## config.mk

```make
export PLATFORM = sky130hd
export DESIGN_NAME = crf_top
export DESIGN_NICKNAME = d
export VERILOG_FILES = /design/src/hdl/crf_pkg.sv /design/src/hdl/crf_fifo.sv /design/src/hdl/crf_top.sv
export SDC_FILE = /design/constraint.sdc
export NUM_CORES = 1
export LEC_CHECK = 0
export BUFFER_PORTS_ARGS = -buffer_cell sky130_fd_sc_hd__buf_2
export CORE_AREA = 10 10 167 169
export DETAILED_ROUTE_END_ITERATION = 6
export DIE_AREA = 0 0 177 179
export PLACE_DENSITY = 0.84
export SYNTH_ARGS = -nofsm -noshare
export SYNTH_HDL_FRONTEND = slang
export SYNTH_SLANG_ARGS = --single-unit
```

## constraint.sdc

```tcl
create_clock -name ref_clk -period 5.1 [get_ports ref_clk]
set_input_delay 0.255 -clock ref_clk [delete_from_list [all_inputs] [get_ports ref_clk]]
set_output_delay 0.255 -clock ref_clk [all_outputs]
set_load 0.05 [all_outputs]
```

## src/hdl/crf_pkg.sv

```systemverilog
// Constants for the CAN receive FIFO bookkeeping block.
// Assumes a single 125 MHz clock and an AXI4-Lite register bus.
package crf_pkg;
   localparam int ADDR_W = 8;
   localparam int DATA_W = 32;
   localparam int FIFO_DEPTH = 3;
   localparam int PTR_W = 2;
   localparam int CNT_W = 2;
   localparam int MSG_W = 32;
   localparam int NUM_FIFO = 2;
   // Register byte addresses.
   localparam logic [ADDR_W-1:0] ADDR_FIFO0_CTRL = 8'h00;
   localparam logic [ADDR_W-1:0] ADDR_FIFO1_CTRL = 8'h04;
   localparam logic [ADDR_W-1:0] ADDR_CELL_STATUS = 8'h08;
   localparam logic [ADDR_W-1:0] ADDR_DIAGNOSIS = 8'h0c;
   localparam logic [ADDR_W-1:0] ADDR_FIFO0_DATA = 8'h10;
   localparam logic [ADDR_W-1:0] ADDR_FIFO1_DATA = 8'h14;
   localparam logic [ADDR_W-1:0] ADDR_IRQ_STATUS = 8'h18;
   localparam logic [ADDR_W-1:0] ADDR_IRQ_MASK = 8'h1c;
   localparam logic [ADDR_W-1:0] ADDR_BIT_TIMING = 8'h20;
   // Field positions.
   localparam int CTRL_COUNT_LSB = 0;
   localparam int CTRL_RELEASE_BIT = 5;
   localparam int STATUS_RX_BUSY_BIT = 5;
   localparam int DIAG_RX_PIN_BIT = 3;
   localparam int TIM_SEG1_LSB = 8;
   localparam int TIM_SEG2_LSB = 12;
   localparam int TIM_SEG_W = 4;
   localparam int TIM_PRESC_W = 6;
   localparam int IRQ_W = 4;
   // Bit timing: 8 to 25 quanta per bit, sync quantum plus segments; register writes are not limited to this range.
   localparam int QUANTA_MIN = 8;
   localparam int QUANTA_MAX = 25;
   localparam logic [TIM_SEG_W-1:0] SEG1_RESET = 4'h3;
   localparam logic [TIM_SEG_W-1:0] SEG2_RESET = 4'h2;
   localparam logic [TIM_PRESC_W-1:0] PRESC_RESET = 6'h00;
   // Bits from acknowledge to the store slot: delimiter plus end of frame.
   localparam int ACK_TO_STORE_BITS = 6;
   localparam logic [1:0] RESP_OKAY = 2'b00;
   localparam logic [1:0] RESP_SLVERR = 2'b10;
endpackage

```

## src/hdl/crf_fifo.sv

```systemverilog
// One receive FIFO: message store, pointers and pending count.
// Assumes push and pop are single-cycle pulses in the ref_clk domain.
`timescale 1ns/10ps
module crf_fifo (
   input wire logic ref_clk,
   input wire logic sys_rst,
   input wire logic push,
   input wire logic [crf_pkg::MSG_W-1:0] push_data,
   input wire logic pop,
   output logic [crf_pkg::CNT_W-1:0] count_q,
   output logic [crf_pkg::MSG_W-1:0] head_data,
   output logic overrun
);
   import crf_pkg::*;
   logic [MSG_W-1:0] mem [FIFO_DEPTH];
   logic [PTR_W-1:0] wr_ptr_q;
   logic [PTR_W-1:0] rd_ptr_q;
   logic do_pop;
   logic do_push;
   logic [1:0] full_lvl;
   logic [1:0] last_ptr;

   assign full_lvl = 2'(FIFO_DEPTH);
   assign last_ptr = 2'(FIFO_DEPTH - 1);
   assign do_pop = pop && (count_q != '0);
   // A push into a full FIFO is dropped unless a release frees a slot in the same cycle.
   assign do_push = push && ((count_q != full_lvl) || do_pop);
   assign overrun = push && !do_push;
   assign head_data = mem[rd_ptr_q];

   // Both pointers advance independently so a coincident release and store stay consistent.
   always_ff @(posedge ref_clk or posedge sys_rst) begin
      if (sys_rst) begin
         wr_ptr_q <= '0;
         rd_ptr_q <= '0;
      end else begin
         if (do_push) begin
            wr_ptr_q <= (wr_ptr_q == last_ptr) ? '0 : wr_ptr_q + 2'd1;
         end
         if (do_pop) begin
            rd_ptr_q <= (rd_ptr_q == last_ptr) ? '0 : rd_ptr_q + 2'd1;
         end
      end
   end

   always_ff @(posedge ref_clk) begin
      if (do_push) begin
         mem[wr_ptr_q] <= push_data;
      end
   end

   always_ff @(posedge ref_clk or posedge sys_rst) begin
      if (sys_rst) begin
         count_q <= '0;
      end else if (do_push && !do_pop) begin
         count_q <= count_q + 2'd1;
      end else if (do_pop && !do_push) begin
         count_q <= count_q - 2'd1;
      end
      // Simultaneous push and pop leaves the count unchanged.
   end
endmodule // crf_fifo

```

## src/hdl/crf_top.sv

```systemverilog
// CAN receive FIFO bookkeeping: two receive FIFOs, status and diagnosis.
// Assumes AXI4-Lite on ref_clk; the frame engine supplies acknowledge and message pulses.
//
// Local design decisions: the AXI4-Lite slave port and the register offsets.
`timescale 1ns/10ps

// Summary of operation
// - Low two bits of each FIFO control register show pending messages.
// - Cell status bit 5 reads one while a frame is being received.
// - Writing release bit frees oldest message, count drops by one.
// - A received message is stored by a one-cycle transfer pulse.
// - Coincident release and store keep the count correct.
// - Store happens at frame end, six bits plus sample point after acknowledge.
// - Diagnosis bit 3 shows live receive pin; zero means dominant.
// - Bit timing rule is 8 to 25 quanta, minimum prescaler 0, segments 5; the register takes any fields, 3 to 33 quanta.
// - At 8 MHz and 1 Mbit/s, 56 cycles precede the store window.
// - Two independent receive FIFOs, each with own control and release.
module crf_top (
   input wire logic ref_clk,
   input wire logic sys_rst,
   input wire logic [crf_pkg::ADDR_W-1:0] s_axi_awaddr,
   input wire logic s_axi_awvalid,
   output logic s_axi_awready,
   input wire logic [crf_pkg::DATA_W-1:0] s_axi_wdata,
   input wire logic [3:0] s_axi_wstrb,
   input wire logic s_axi_wvalid,
   output logic s_axi_wready,
   output logic [1:0] s_axi_bresp,
   output logic s_axi_bvalid,
   input wire logic s_axi_bready,
   input wire logic [crf_pkg::ADDR_W-1:0] s_axi_araddr,
   input wire logic s_axi_arvalid,
   output logic s_axi_arready,
   output logic [crf_pkg::DATA_W-1:0] s_axi_rdata,
   output logic [1:0] s_axi_rresp,
   output logic s_axi_rvalid,
   input wire logic s_axi_rready,
   input wire logic can_rx_pin,
   input wire logic rx_frame_active,
   input wire logic rx_ack_seen,
   input wire logic rx_msg_valid,
   input wire logic rx_msg_fifo,
   input wire logic [crf_pkg::MSG_W-1:0] rx_msg_data,
   output logic rx_store_q,
   output logic [crf_pkg::TIM_PRESC_W-1:0] baud_prescaler_q,
   output logic [crf_pkg::TIM_SEG_W-1:0] time_segment_one_q,
   output logic [crf_pkg::TIM_SEG_W-1:0] time_segment_two_q,
   output logic irq_q
);
   import crf_pkg::*;

   // ---------------------------------------------------------------
   // Receive side: message hold and end-of-frame store
   // ---------------------------------------------------------------
   logic receive_in_progress_q;
   logic rx_pin_q;
   logic [MSG_W-1:0] msg_hold_q;
   logic msg_fifo_q;
   logic msg_ready_q;
   logic ack_armed_q;
   logic [7:0] ack_bits_q;
   logic [7:0] quanta_q;
   logic [TIM_PRESC_W-1:0] presc_cnt_q;
   logic [7:0] bit_quanta;
   logic bit_tick;
   logic store_now;
   logic [NUM_FIFO-1:0] push_vec;
   logic [NUM_FIFO-1:0] pop_vec;
   logic [NUM_FIFO-1:0] ovr_vec;
   logic [CNT_W-1:0] cnt [NUM_FIFO];
   logic [MSG_W-1:0] head [NUM_FIFO];

   always_ff @(posedge ref_clk or posedge sys_rst) begin
      if (sys_rst) begin
         receive_in_progress_q <= 1'b0;
         rx_pin_q <= 1'b1;
      end else begin
         receive_in_progress_q <= rx_frame_active;
         rx_pin_q <= can_rx_pin;
      end
   end

   // Bit length in quanta: one sync quantum plus both segments, each field plus one.
   assign bit_quanta = 8'd3 + 8'(time_segment_one_q) + 8'(time_segment_two_q);
   assign bit_tick = (presc_cnt_q == baud_prescaler_q) && (quanta_q == bit_quanta - 8'd1);

   always_ff @(posedge ref_clk or posedge sys_rst) begin
      if (sys_rst) begin
         presc_cnt_q <= '0;
         quanta_q <= '0;
      end else if (!ack_armed_q || rx_ack_seen) begin
         presc_cnt_q <= '0;
         quanta_q <= '0;
      end else if (presc_cnt_q != baud_prescaler_q) begin
         presc_cnt_q <= presc_cnt_q + 6'd1;
      end else begin
         presc_cnt_q <= '0;
         quanta_q <= bit_tick ? '0 : quanta_q + 8'd1;
      end
   end

   // Counted from the acknowledge sample point: the rest of that bit, six recessive bits and
   // the part of the next bit up to its sample point add up to one bit more than six.
   localparam logic [7:0] STORE_BITS = 8'(ACK_TO_STORE_BITS + 1);
   always_ff @(posedge ref_clk or posedge sys_rst) begin
      if (sys_rst) begin
         msg_ready_q <= 1'b0;
         msg_hold_q <= '0;
         msg_fifo_q <= 1'b0;
         ack_armed_q <= 1'b0;
         ack_bits_q <= '0;
      end else begin
         if (rx_msg_valid) begin
            msg_ready_q <= 1'b1;
            msg_hold_q <= rx_msg_data;
            msg_fifo_q <= rx_msg_fifo;
         end else if (store_now) begin
            msg_ready_q <= 1'b0;
         end
         if (rx_ack_seen) begin
            ack_armed_q <= 1'b1;
            ack_bits_q <= '0;
         end else if (store_now) begin
            ack_armed_q <= 1'b0;
         end else if (bit_tick && ack_bits_q != STORE_BITS) begin
            ack_bits_q <= ack_bits_q + 8'd1;
         end
      end
   end

   assign store_now = msg_ready_q && ack_armed_q && (ack_bits_q == STORE_BITS)
      && !rx_msg_valid;

   always_ff @(posedge ref_clk or posedge sys_rst) begin
      if (sys_rst) begin
         rx_store_q <= 1'b0;
      end else begin
         rx_store_q <= store_now;
      end
   end

   // ---------------------------------------------------------------
   // Receive FIFOs
   // ---------------------------------------------------------------
   logic wr_fire;
   logic [ADDR_W-1:0] aw_q;
   logic [DATA_W-1:0] w_q;
   logic [3:0] ws_q;
   logic aw_have_q;
   logic w_have_q;

   genvar gi;
   generate
      for (gi = 0; gi < NUM_FIFO; gi++) begin : g_fifo
         localparam logic [ADDR_W-1:0] CTRL_ADDR = gi == 0 ? ADDR_FIFO0_CTRL : ADDR_FIFO1_CTRL;
         assign push_vec[gi] = store_now && (msg_fifo_q == 1'(gi));
         assign pop_vec[gi] = wr_fire && (aw_q == CTRL_ADDR) && ws_q[0]
            && w_q[CTRL_RELEASE_BIT];
         crf_fifo crf_fifo_i (
            .ref_clk(ref_clk),
            .sys_rst(sys_rst),
            .push(push_vec[gi]),
            .push_data(msg_hold_q),
            .pop(pop_vec[gi]),
            .count_q(cnt[gi]),
            .head_data(head[gi]),
            .overrun(ovr_vec[gi])
         );
      end
   endgenerate

   // ---------------------------------------------------------------
   // Interrupts: stored, overrun per FIFO
   // ---------------------------------------------------------------
   logic [IRQ_W-1:0] irq_stat_q;
   logic [IRQ_W-1:0] irq_mask_q;
   logic [IRQ_W-1:0] irq_set;
   logic irq_clr_wr;

   assign irq_set = {ovr_vec, push_vec};
   assign irq_clr_wr = wr_fire && (aw_q == ADDR_IRQ_STATUS) && ws_q[0];

   always_ff @(posedge ref_clk or posedge sys_rst) begin
      if (sys_rst) begin
         irq_stat_q <= '0;
      end else if (irq_clr_wr) begin
         irq_stat_q <= (irq_stat_q & ~w_q[IRQ_W-1:0]) | irq_set;
      end else begin
         irq_stat_q <= irq_stat_q | irq_set;
      end
   end

   always_ff @(posedge ref_clk or posedge sys_rst) begin
      if (sys_rst) begin
         irq_q <= 1'b0;
      end else begin
         irq_q <= |(irq_stat_q & irq_mask_q);
      end
   end

   // ---------------------------------------------------------------
   // AXI4-Lite write channel
   // ---------------------------------------------------------------
   assign wr_fire = aw_have_q && w_have_q && !s_axi_bvalid;

   always_ff @(posedge ref_clk or posedge sys_rst) begin
      if (sys_rst) begin
         aw_have_q <= 1'b0;
         w_have_q <= 1'b0;
         aw_q <= '0;
         w_q <= '0;
         ws_q <= '0;
         s_axi_awready <= 1'b0;
         s_axi_wready <= 1'b0;
         s_axi_bvalid <= 1'b0;
         s_axi_bresp <= RESP_OKAY;
      end else begin
         s_axi_awready <= !aw_have_q && !(s_axi_awvalid && s_axi_awready);
         s_axi_wready <= !w_have_q && !(s_axi_wvalid && s_axi_wready);
         if (s_axi_awvalid && s_axi_awready) begin
            aw_have_q <= 1'b1;
            aw_q <= s_axi_awaddr;
         end
         if (s_axi_wvalid && s_axi_wready) begin
            w_have_q <= 1'b1;
            w_q <= s_axi_wdata;
            ws_q <= s_axi_wstrb;
         end
         if (wr_fire) begin
            aw_have_q <= 1'b0;
            w_have_q <= 1'b0;
            s_axi_bvalid <= 1'b1;
            s_axi_bresp <= (aw_q <= ADDR_BIT_TIMING && aw_q[1:0] == 2'b00) ? RESP_OKAY
               : RESP_SLVERR;
         end else if (s_axi_bvalid && s_axi_bready) begin
            s_axi_bvalid <= 1'b0;
         end
      end
   end

   always_ff @(posedge ref_clk or posedge sys_rst) begin
      if (sys_rst) begin
         irq_mask_q <= '0;
         baud_prescaler_q <= PRESC_RESET;
         time_segment_one_q <= SEG1_RESET;
         time_segment_two_q <= SEG2_RESET;
      end else if (wr_fire) begin
         if (aw_q == ADDR_IRQ_MASK && ws_q[0]) begin
            irq_mask_q <= w_q[IRQ_W-1:0];
         end
         if (aw_q == ADDR_BIT_TIMING) begin
            if (ws_q[0]) begin
               baud_prescaler_q <= w_q[TIM_PRESC_W-1:0];
            end
            if (ws_q[1]) begin
               time_segment_one_q <= w_q[TIM_SEG1_LSB +: TIM_SEG_W];
               time_segment_two_q <= w_q[TIM_SEG2_LSB +: TIM_SEG_W];
            end
         end
      end
   end

   // ---------------------------------------------------------------
   // AXI4-Lite read channel
   // ---------------------------------------------------------------
   logic [DATA_W-1:0] rd_word;
   logic rd_ok;

   always_comb begin
      rd_word = '0;
      rd_ok = 1'b1;
      unique case (s_axi_araddr)
         ADDR_FIFO0_CTRL: rd_word[CTRL_COUNT_LSB +: CNT_W] = cnt[0];
         ADDR_FIFO1_CTRL: rd_word[CTRL_COUNT_LSB +: CNT_W] = cnt[1];
         ADDR_CELL_STATUS: rd_word[STATUS_RX_BUSY_BIT] = receive_in_progress_q;
         ADDR_DIAGNOSIS: rd_word[DIAG_RX_PIN_BIT] = rx_pin_q;
         ADDR_FIFO0_DATA: rd_word = head[0];
         ADDR_FIFO1_DATA: rd_word = head[1];
         ADDR_IRQ_STATUS: rd_word[IRQ_W-1:0] = irq_stat_q;
         ADDR_IRQ_MASK: rd_word[IRQ_W-1:0] = irq_mask_q;
         ADDR_BIT_TIMING: begin
            rd_word[TIM_PRESC_W-1:0] = baud_prescaler_q;
            rd_word[TIM_SEG1_LSB +: TIM_SEG_W] = time_segment_one_q;
            rd_word[TIM_SEG2_LSB +: TIM_SEG_W] = time_segment_two_q;
         end
         default: rd_ok = 1'b0;
      endcase
   end

   always_ff @(posedge ref_clk or posedge sys_rst) begin
      if (sys_rst) begin
         s_axi_arready <= 1'b0;
         s_axi_rvalid <= 1'b0;
         s_axi_rdata <= '0;
         s_axi_rresp <= RESP_OKAY;
      end else begin
         s_axi_arready <= !s_axi_rvalid && !(s_axi_arvalid && s_axi_arready);
         if (s_axi_arvalid && s_axi_arready) begin
            s_axi_rvalid <= 1'b1;
            s_axi_rdata <= rd_word;
            s_axi_rresp <= rd_ok ? RESP_OKAY : RESP_SLVERR;
         end else if (s_axi_rvalid && s_axi_rready) begin
            s_axi_rvalid <= 1'b0;
         end
      end
   end
endmodule // crf_top

```

==> impl_metrics.yaml, run 1 <==
outcome:
  status: "finished, final reports clean"
grt:
  grt_antenna_before_repair: 3
  grt_first_pass_wirelength_mm: 53.23
  grt.overflow.total: 0
  grtUsageTotal: 0.2155
  grt_max_degree: 68
  grt_pass1_vias: 9502
clock_tree:
  post_cts_buffers: 0
  htree_levels: 2
  clock-root-buffer: "clkbuf_16"
  clockBufferDepth: 3
  clock_sink_count: 352
  cts_made_buffers: 37
  cts_tree: "built"
  cts_hold_buf: 61
  clk_latency_ns: 0.53
  cts.repair.resized: 0
  path_clk_slew_ns: 0.06
worst_setup_path:
  startpoint: "time_segment_two_q[1]"
  crit_arrival_ns: 3.78
  worstPathMaxFanout: 14
  crit_path_end: "ack_bits_q[7]"
  cp_slowest_cell: "or4_1"
  path_cells: "inv_1 -> ha_1 -> inv_1 -> ha_1 -> inv_1 -> fa_1 -> nor2b_1 -> o21a_1 -> o2111a_1 -> o211ai_1 -> or4_1 -> a21oi_1"
  max_stage_delay_ns: 0.64
  reg2regPathDepth: 12
  cp.required_ns: 5.55
  ff2ff_setup_slack_ns: 1.77
  r2r-start: "time_segment_two_q[1]"
  critPathKind: "reg -> reg"
  r2r-end: "ack_bits_q[7]"
  path_common_cell: "inv_1"
  startpoint_type: "flop"
  worstSetupEndpointType: "flop"
sta:
  tns_ns: 0
  max_slew_margin: 0.3266
  setup_viol: 0
  fmax_ghz: 0.2999
  slew_viol_final: 0
  min_period_over_period: 0.6538
  final-hold-violation-count: 0
  worst_slew_pin_slew_ns: 1.007
  skew_ns: 0.01961
  fin_ws_ns: 1.766
  min_period_ns: 3.334
  rsz0062_at_grt: "no"
  hold_slack_ns: 0.02724
die:
  die_h_um: 179
  ioPinCount: 153
  start_util: 0.5796
  core_area_um2: 24750
  dieArea_um2: 31680
  die_x_um: 177
  num_rows: 58
drt:
  wl_mm: 34.56
  drt_iter0_drc: 823
  drcViolationCount: 0
  vias: 9359
  drt_first_pass_iters: 5
  viasPerCell: 5.868
  final_antenna_net_count: 0
  wl_per_cell_um: 21.66
synth:
  avgSynthCellArea_um2: 13.87
  synth_top_family_by_area: "multiplexers"
  synth_compound_area_frac: 0.08967
  synth_warnings: 0
  synth_area_leaders: "edfxtp_1, dfrtp_1, mux2_2, mux2i_1, o21ai_0"
  synthArstFlopShare: 0.4545
  netlist_area_um2: 14340
  synth_xor_area_frac: 0.01465
  synth.distinct_cells: 66
  synth_top_area_frac: 0.4020
  yosysSeqAreaShare: 0.6814
  yosys.area_share.simple: 0.07659
  ys_ff_latch: 352
  synthMuxAreaShare: 0.1078
  ys_dominant_reg_cell: "edfxtp_1"
  syn_inst: 1034
  yosys.area_share.adder: 0.01186
  synth_edf_count: 192
  synth.largest_area_cell: "edfxtp_1"
final_layout:
  finalNetCount: 1341
  drive_gt1_frac: 0.2419
  syn_to_final_growth_pct: 19.57
placement:
  dpl.hpwl_mm: 20.46
  port_buffers: 130
  place_ws_ns: 1.808
  gp_congestion: 0.8365
pwr:
  leakage_nw: 6.667
  p_clk_frac: 0.372
  pwr-share-seq: 0.501
  switching_share: 0.2650
  p_switching_w: 0.001828
  ir_worst_vdd_mv: 0.3726
  p_per_area_nw_per_um2: 402.1
  pwr-share-comb: 0.126
  internal_power_w: 0.005069
worst_hold_path:
  hold_class: "in -> reg"
run:
  drv_cap: 0
==> per-layer routing <==
metal,up-vias,GRT usage,wire (µm)
met4,0,0.07776,941
met2,378,0.3749,17860
met5,-,0,0
li1,4217,-,-
met1,4696,0.2680,13620
met3,68,0.03370,2131
==> sequential cells by signal, indices dropped and copies added, names as in the netlist, 2 cells and up <==
register                    count
time_segment_two_q              4
aw_q                            8
g_fifo.crf_fifo_i.count_q       4
s_axi_rdata                    32
g_fifo.crf_fifo_i.rd_ptr_q      4
msg_hold_q                     32
ws_q                            2
irq_stat_q                      4
irq_mask_q                      4
g_fifo.crf_fifo_i.wr_ptr_q      4
baud_prescaler_q                6
time_segment_one_q              4
ack_bits_q                      8
quanta_q                        8
g_fifo.crf_fifo_i.mem         192
w_q                            14
presc_cnt_q                     6
==> cell families (layout without fill, tap and decap cells) <==
| kind of cell | Yosys count | in the layout |
|---|---|---|
| and+or+nand+nor | 222 | 222 |
| xor gates and xnor gates | 24 | 24 |
| buffers and inverters | 64 | 290 |
| DFF | 352 | 352 |
| adders and majority gates | 13 | 13 |
| muxes | 145 | 145 |
| other | 1 | 6 |
| AOI/OAI and AO/OA | 213 | 213 |
==> how the worst min path moves through the flow <==
| stage | cells past startpoint | start | end | slack [ns] |
|---|---|---|---|---|
| global route | 2 | rx_msg_data[0] | msg_hold_q[0] | 0.03 |
| detailed placement | 2 | sys_rst | w_q[0] | 0.28 |
| CTS | 2 | rx_msg_data[0] | msg_hold_q[0] | 0.007 |
| global placement | 2 | sys_rst | baud_prescaler_q[0] | 0.28 |
| floorplan | 0 | can_rx_pin | rx_pin_q | 0.26 |
| finish | 2 | rx_msg_data[0] | msg_hold_q[0] | 0.03 |
==> Yosys cell counts, types with 12 or more instances <==
cell,instances
ha_1,12
nor2_1,45
mux2_2,76
inv_1,17
a21o_1,13
nand2_1,99
mux2i_1,69
xnor2_1,15
a21oi_1,47
o21ai_0,84
dfrtp_1,156
edfxtp_1,192
o22ai_1,12
clkbuf_1,29
a22oi_1,21
==> critical path: cells and delay by family, from the launching register on <==
| kind | cells | cell delay [ns] |
|---|---|---|
| flops | 1 | 0.58 |
| fa+ha+maj | 3 | 0.80 |
| simple gates | 2 | 0.82 |
| compound gates | 4 | 0.92 |
| buf+inv | 3 | 0.17 |
==> power by group through the flow <==
stage	Sequential (W)	Combinational, W	Clock [W]
finish	0.00346	0.000870	0.00257
detailed placement	0.00350	0.000822	0
CTS	0.00345	0.000867	0.00258
floorplan	0.00355	0.000505	0
global route	0.00348	0.000939	0.00270
global placement	0.00348	0.000793	0
==> through the flow <==
stage	cell area [µm²]	instances	total power, W	util
floorplan	14350	1035	0.004059	-
global placement	15360	1462	0.004278	0.6207
detailed placement	15360	1462	0.004324	0.6207
CTS	17140	1591	0.006898	0.6927
global route	17150	1594	0.007123	0.6930
finish	17150	1595	0.006897	0.6931
==> placed cells by master (no fill, tap or decap), drive strengths merged, types with 5 or more instances in the layout <==
| cell type | instances |
|---|---|
| mux2 | 76 |
| mux2i | 69 |
| clkinv | 8 |
| or4 | 5 |
| o22ai | 12 |
| and3 | 5 |
| o21ai | 87 |
| xor2 | 9 |
| buf | 144 |
| o21a | 5 |
| a21oi | 47 |
| nand3 | 11 |
| nor3b | 7 |
| nand2 | 100 |
| ha | 12 |
| clkbuf | 56 |
| nor3 | 10 |
| or3 | 8 |
| inv | 20 |
| a22oi | 21 |
| o31ai | 5 |
| edfxtp | 192 |
| dfrtp | 156 |
| dlygate4sd3 | 61 |
| xnor2 | 15 |
| nor2 | 46 |
| a21o | 13 |
| nand4 | 7 |
==> final cells by class <==
class / count / area (µm²)
antenna: 4 / 10.01
sequential: 352 / 9779
clock buffer: 56 / 1087
multi-input combinational: 619 / 4344
timing repair buffer: 205 / 1366
inverter: 17 / 68.82
fill: 1593 / 7595
clock inverter: 12 / 82.58
tap: 330 / 412.9
(Power assumes the default switching activity.)
==> run 2: changes to the inputs <==
--- a/config.mk
+++ b/config.mk
@@ -6,10 +6,10 @@
 export NUM_CORES = 1
 export LEC_CHECK = 0
 export BUFFER_PORTS_ARGS = -buffer_cell sky130_fd_sc_hd__buf_2
-export CORE_AREA = 10 10 167 169
+export CORE_AREA = 10 10 176 178
 export DETAILED_ROUTE_END_ITERATION = 6
-export DIE_AREA = 0 0 177 179
-export PLACE_DENSITY = 0.84
+export DIE_AREA = 0 0 186 188
+export PLACE_DENSITY = 0.79
 export SYNTH_ARGS = -nofsm -noshare
 export SYNTH_HDL_FRONTEND = slang
 export SYNTH_SLANG_ARGS = --single-unit
==> constraint.sdc (replaced) <==
create_clock -name ref_clk -period 2.7 [get_ports ref_clk]
set_input_delay 0.135 -clock ref_clk [delete_from_list [all_inputs] [get_ports ref_clk]]
set_output_delay 0.135 -clock ref_clk [all_outputs]
set_load 0.05 [all_outputs]
==> run 2 against run 1 <==
Against the previous run:
- count of clock-buffer cells in the layout grew 1
- total power increased by 93%
- wire length increased by 2.2%
- global-route usage decreased by 1.6 points
- critical endpoint is now ack_bits_q[6]
- first-iteration DRC count down 15%
- via count rose by 2.2%
- cell count is 3.9% higher
- worst hold slack improved by 0.0044 ns
- sequential share of layout area down 2.1 points
- clock skew down 0.0072 ns
- clock power rose by 87%
- the run now ends with negative setup slack left
- non-clock buffer count rose by 49
==> impl_metrics.yaml, run 2 (same netlist as run 1, synthesis figures left out) <==
sta:
  max_slew_margin: 0.4559
  rsz0062_at_grt: "yes"
  hold_slack_ns: 0.03165
  fin_ws_ns: -0.4437
  skew_ns: 0.01245
  setup_viol: 16
  worst_slew_pin_slew_ns: 0.8142
  min_period_over_period: 1.164
  slew_viol_final: 0
  min_period_ns: 3.144
  fmax_ghz: 0.3181
  final-hold-violation-count: 0
worst_setup_path:
  critPathTopFamily: "adder cells"
  ff2ff_setup_slack_ns: -0.44
  startpoint_type: "flop"
  crit_arrival_ns: 3.59
  r2r-end: "ack_bits_q[6]"
  path_cells: "inv_2 -> ha_4 -> inv_4 -> ha_4 -> inv_2 -> fa_1 -> xor2_1 -> and4_1 -> and2_4 -> o211ai_1 -> buf_4 -> or4_4 -> a21oi_2"
  cp.required_ns: 3.15
  reg2regPathDepth: 13
  cp_slowest_cell: "dfstp_2"
  max_stage_delay_ns: 0.54
  critPathKind: "reg -> reg"
  crit_buf_inv: 4
  startpoint: "time_segment_one_q[1]"
  worstPathMaxFanout: 7
  worstSetupEndpointType: "flop"
  r2r-start: "time_segment_one_q[1]"
pwr:
  ir_worst_vdd_mv: 0.4548
  total_power_w: 0.01333
  internal_power_w: 0.009752
  p_clk_frac: 0.360
  pwr-share-comb: 0.150
  switching_share: 0.2686
  p_switching_w: 0.003582
  p_per_area_nw_per_um2: 749.0
  leakage_nw: 6.934
  pwr-share-seq: 0.490
clock_tree:
  cts_tree: "built"
  clock_sink_count: 352
  htree_levels: 2
  clockBufferDepth: 3
  cts_made_buffers: 37
  clock-root-buffer: "clkbuf_16"
  path_clk_slew_ns: 0.06
  clk_latency_ns: 0.52
run:
  drv_cap: 0
drt:
  final_antenna_net_count: 0
  vias: 9566
  viasPerCell: 5.773
  wl_per_cell_um: 21.31
  drcViolationCount: 0
  drt_first_pass_iters: 5
  wl_mm: 35.32
  drt_iter0_drc: 696
final_layout:
  syn_to_final_growth_pct: 24.12
  drive_gt1_frac: 0.2847
  largest_register_ffs: 192
  final_util: 0.6480
  finalNetCount: 1390
  largest_register: "g_fifo.crf_fifo_i.mem"
  design_area_um2: 17800
  mostFrequentLayoutCell: "edfxtp_1"
  top_regs: "g_fifo.crf_fifo_i.mem: 192 flops, msg_hold_q: 32 flops, s_axi_rdata: 32 flops"
  final_cell_mix: "edfxtp_1, dfrtp_1, buf_2"
  final-instance-count-excl-fill: 1657
grt:
  grt_max_degree: 59
  grt_first_pass_wirelength_mm: 54.91
  grt_antenna_before_repair: 1
  grt.overflow.total: 0
  grt_pass1_vias: 10020
  grtUsageTotal: 0.1992
outcome:
  status: "complete, but fails checks"
  violations: "negative setup slack"
worst_hold_path:
  min_to: "s_axi_rresp[1]"
  hold_class: "in -> reg"
  hold-path-cell-count: 3
  hold_start: "s_axi_araddr[7]"
die:
  ioPinCount: 153
  die_x_um: 186
  dieArea_um2: 34970
  start_util: 0.5220
  core_area_um2: 27480
  num_rows: 61
  die_h_um: 188
placement:
  placed_area_um2: 15820
  dpl.hpwl_mm: 22.16
  dp.cells: 1519
  gp_congestion: 0.8932
  port_buffers: 130
-- run 2: changes by cell type in the layout (fill, tap and decap cells not counted), sizes merged --
cell,previous run,this run
bufinv,0,1
dlygate4sd3,61,65
clkbuf,56,57
buf,144,189
clkinvlp,1,2
inv,20,17
diode,4,1
-- run 2: worst max-delay path by stage --
| stage | cells after the start | end |
|---|---|---|
| after floorplan | 13 | ack_bits_q[3] |
| after global placement | 13 | ack_bits_q[5] |
| after global routing | 13 | ack_bits_q[6] |
| final | 13 | ack_bits_q[6] |
| after detailed placement | 13 | ack_bits_q[5] |
| after CTS | 13 | ack_bits_q[5] |
-- run 2: cell type report --
class,count,area [µm²]
antenna,1,2.502
clock buffer,57,1051
clock inverter,11,105.1
fill,1902,9673
inverter,17,70.07
multi-input combinational,619,4514
sequential,352,9779
tap,346,432.9
timing repair buffer,254,1848
-- run 2: worst register-to-register path: cells and delay by family, from the launching register on --
family,cells,cell delay [ns]
fa+ha+maj,3,0.87
simple gates,3,0.84
flops,1,0.54
buf+inv,4,0.34
compound gates,2,0.26
xor+xnor,1,0.22
-- run 2: routing by layer --
metal,track usage,routed length (µm),vias up
met5,0,0,-
met2,0.3392,18080,326
met1,0.2491,14260,4851
met4,0.07692,990,0
li1,-,-,4311
met3,0.03054,1989,78
-- run 2: metrics by stage --
stage | setup TNS (ns) | setup slack (ns)
after global routing | -5.431 | -0.5427
after global placement | -1.389 | -0.2207
after floorplan | -19.18 | -0.2795
final | -4.016 | -0.4437
after detailed placement | -2.721 | -0.3188
after CTS | -1.873 | -0.2483
-- run 2: power by group through the flow --
| stage | logic [W] | registers, W | clock network (W) |
|---|---|---|---|
| 2_1_floorplan | 0.000975 | 0.00672 | 0 |
| 3_3_place_gp | 0.00170 | 0.00658 | 0 |
| 3_5_place_dp | 0.00176 | 0.00660 | 0 |
| 4_1_cts | 0.00191 | 0.00650 | 0.00485 |
| 5_1_grt | 0.00214 | 0.00656 | 0.00508 |
| 6_report | 0.00200 | 0.00653 | 0.00480 |
-- run 2: what timing repair did --
action / CTS / global route
gates resized for setup: 19 / 18
setup endpoints to repair: 16 / 16
setup buffers: 1 / 5
pin swaps: 9 / 4
hold endpoints to repair: 80 / 0
hold buffers: 65 / 0
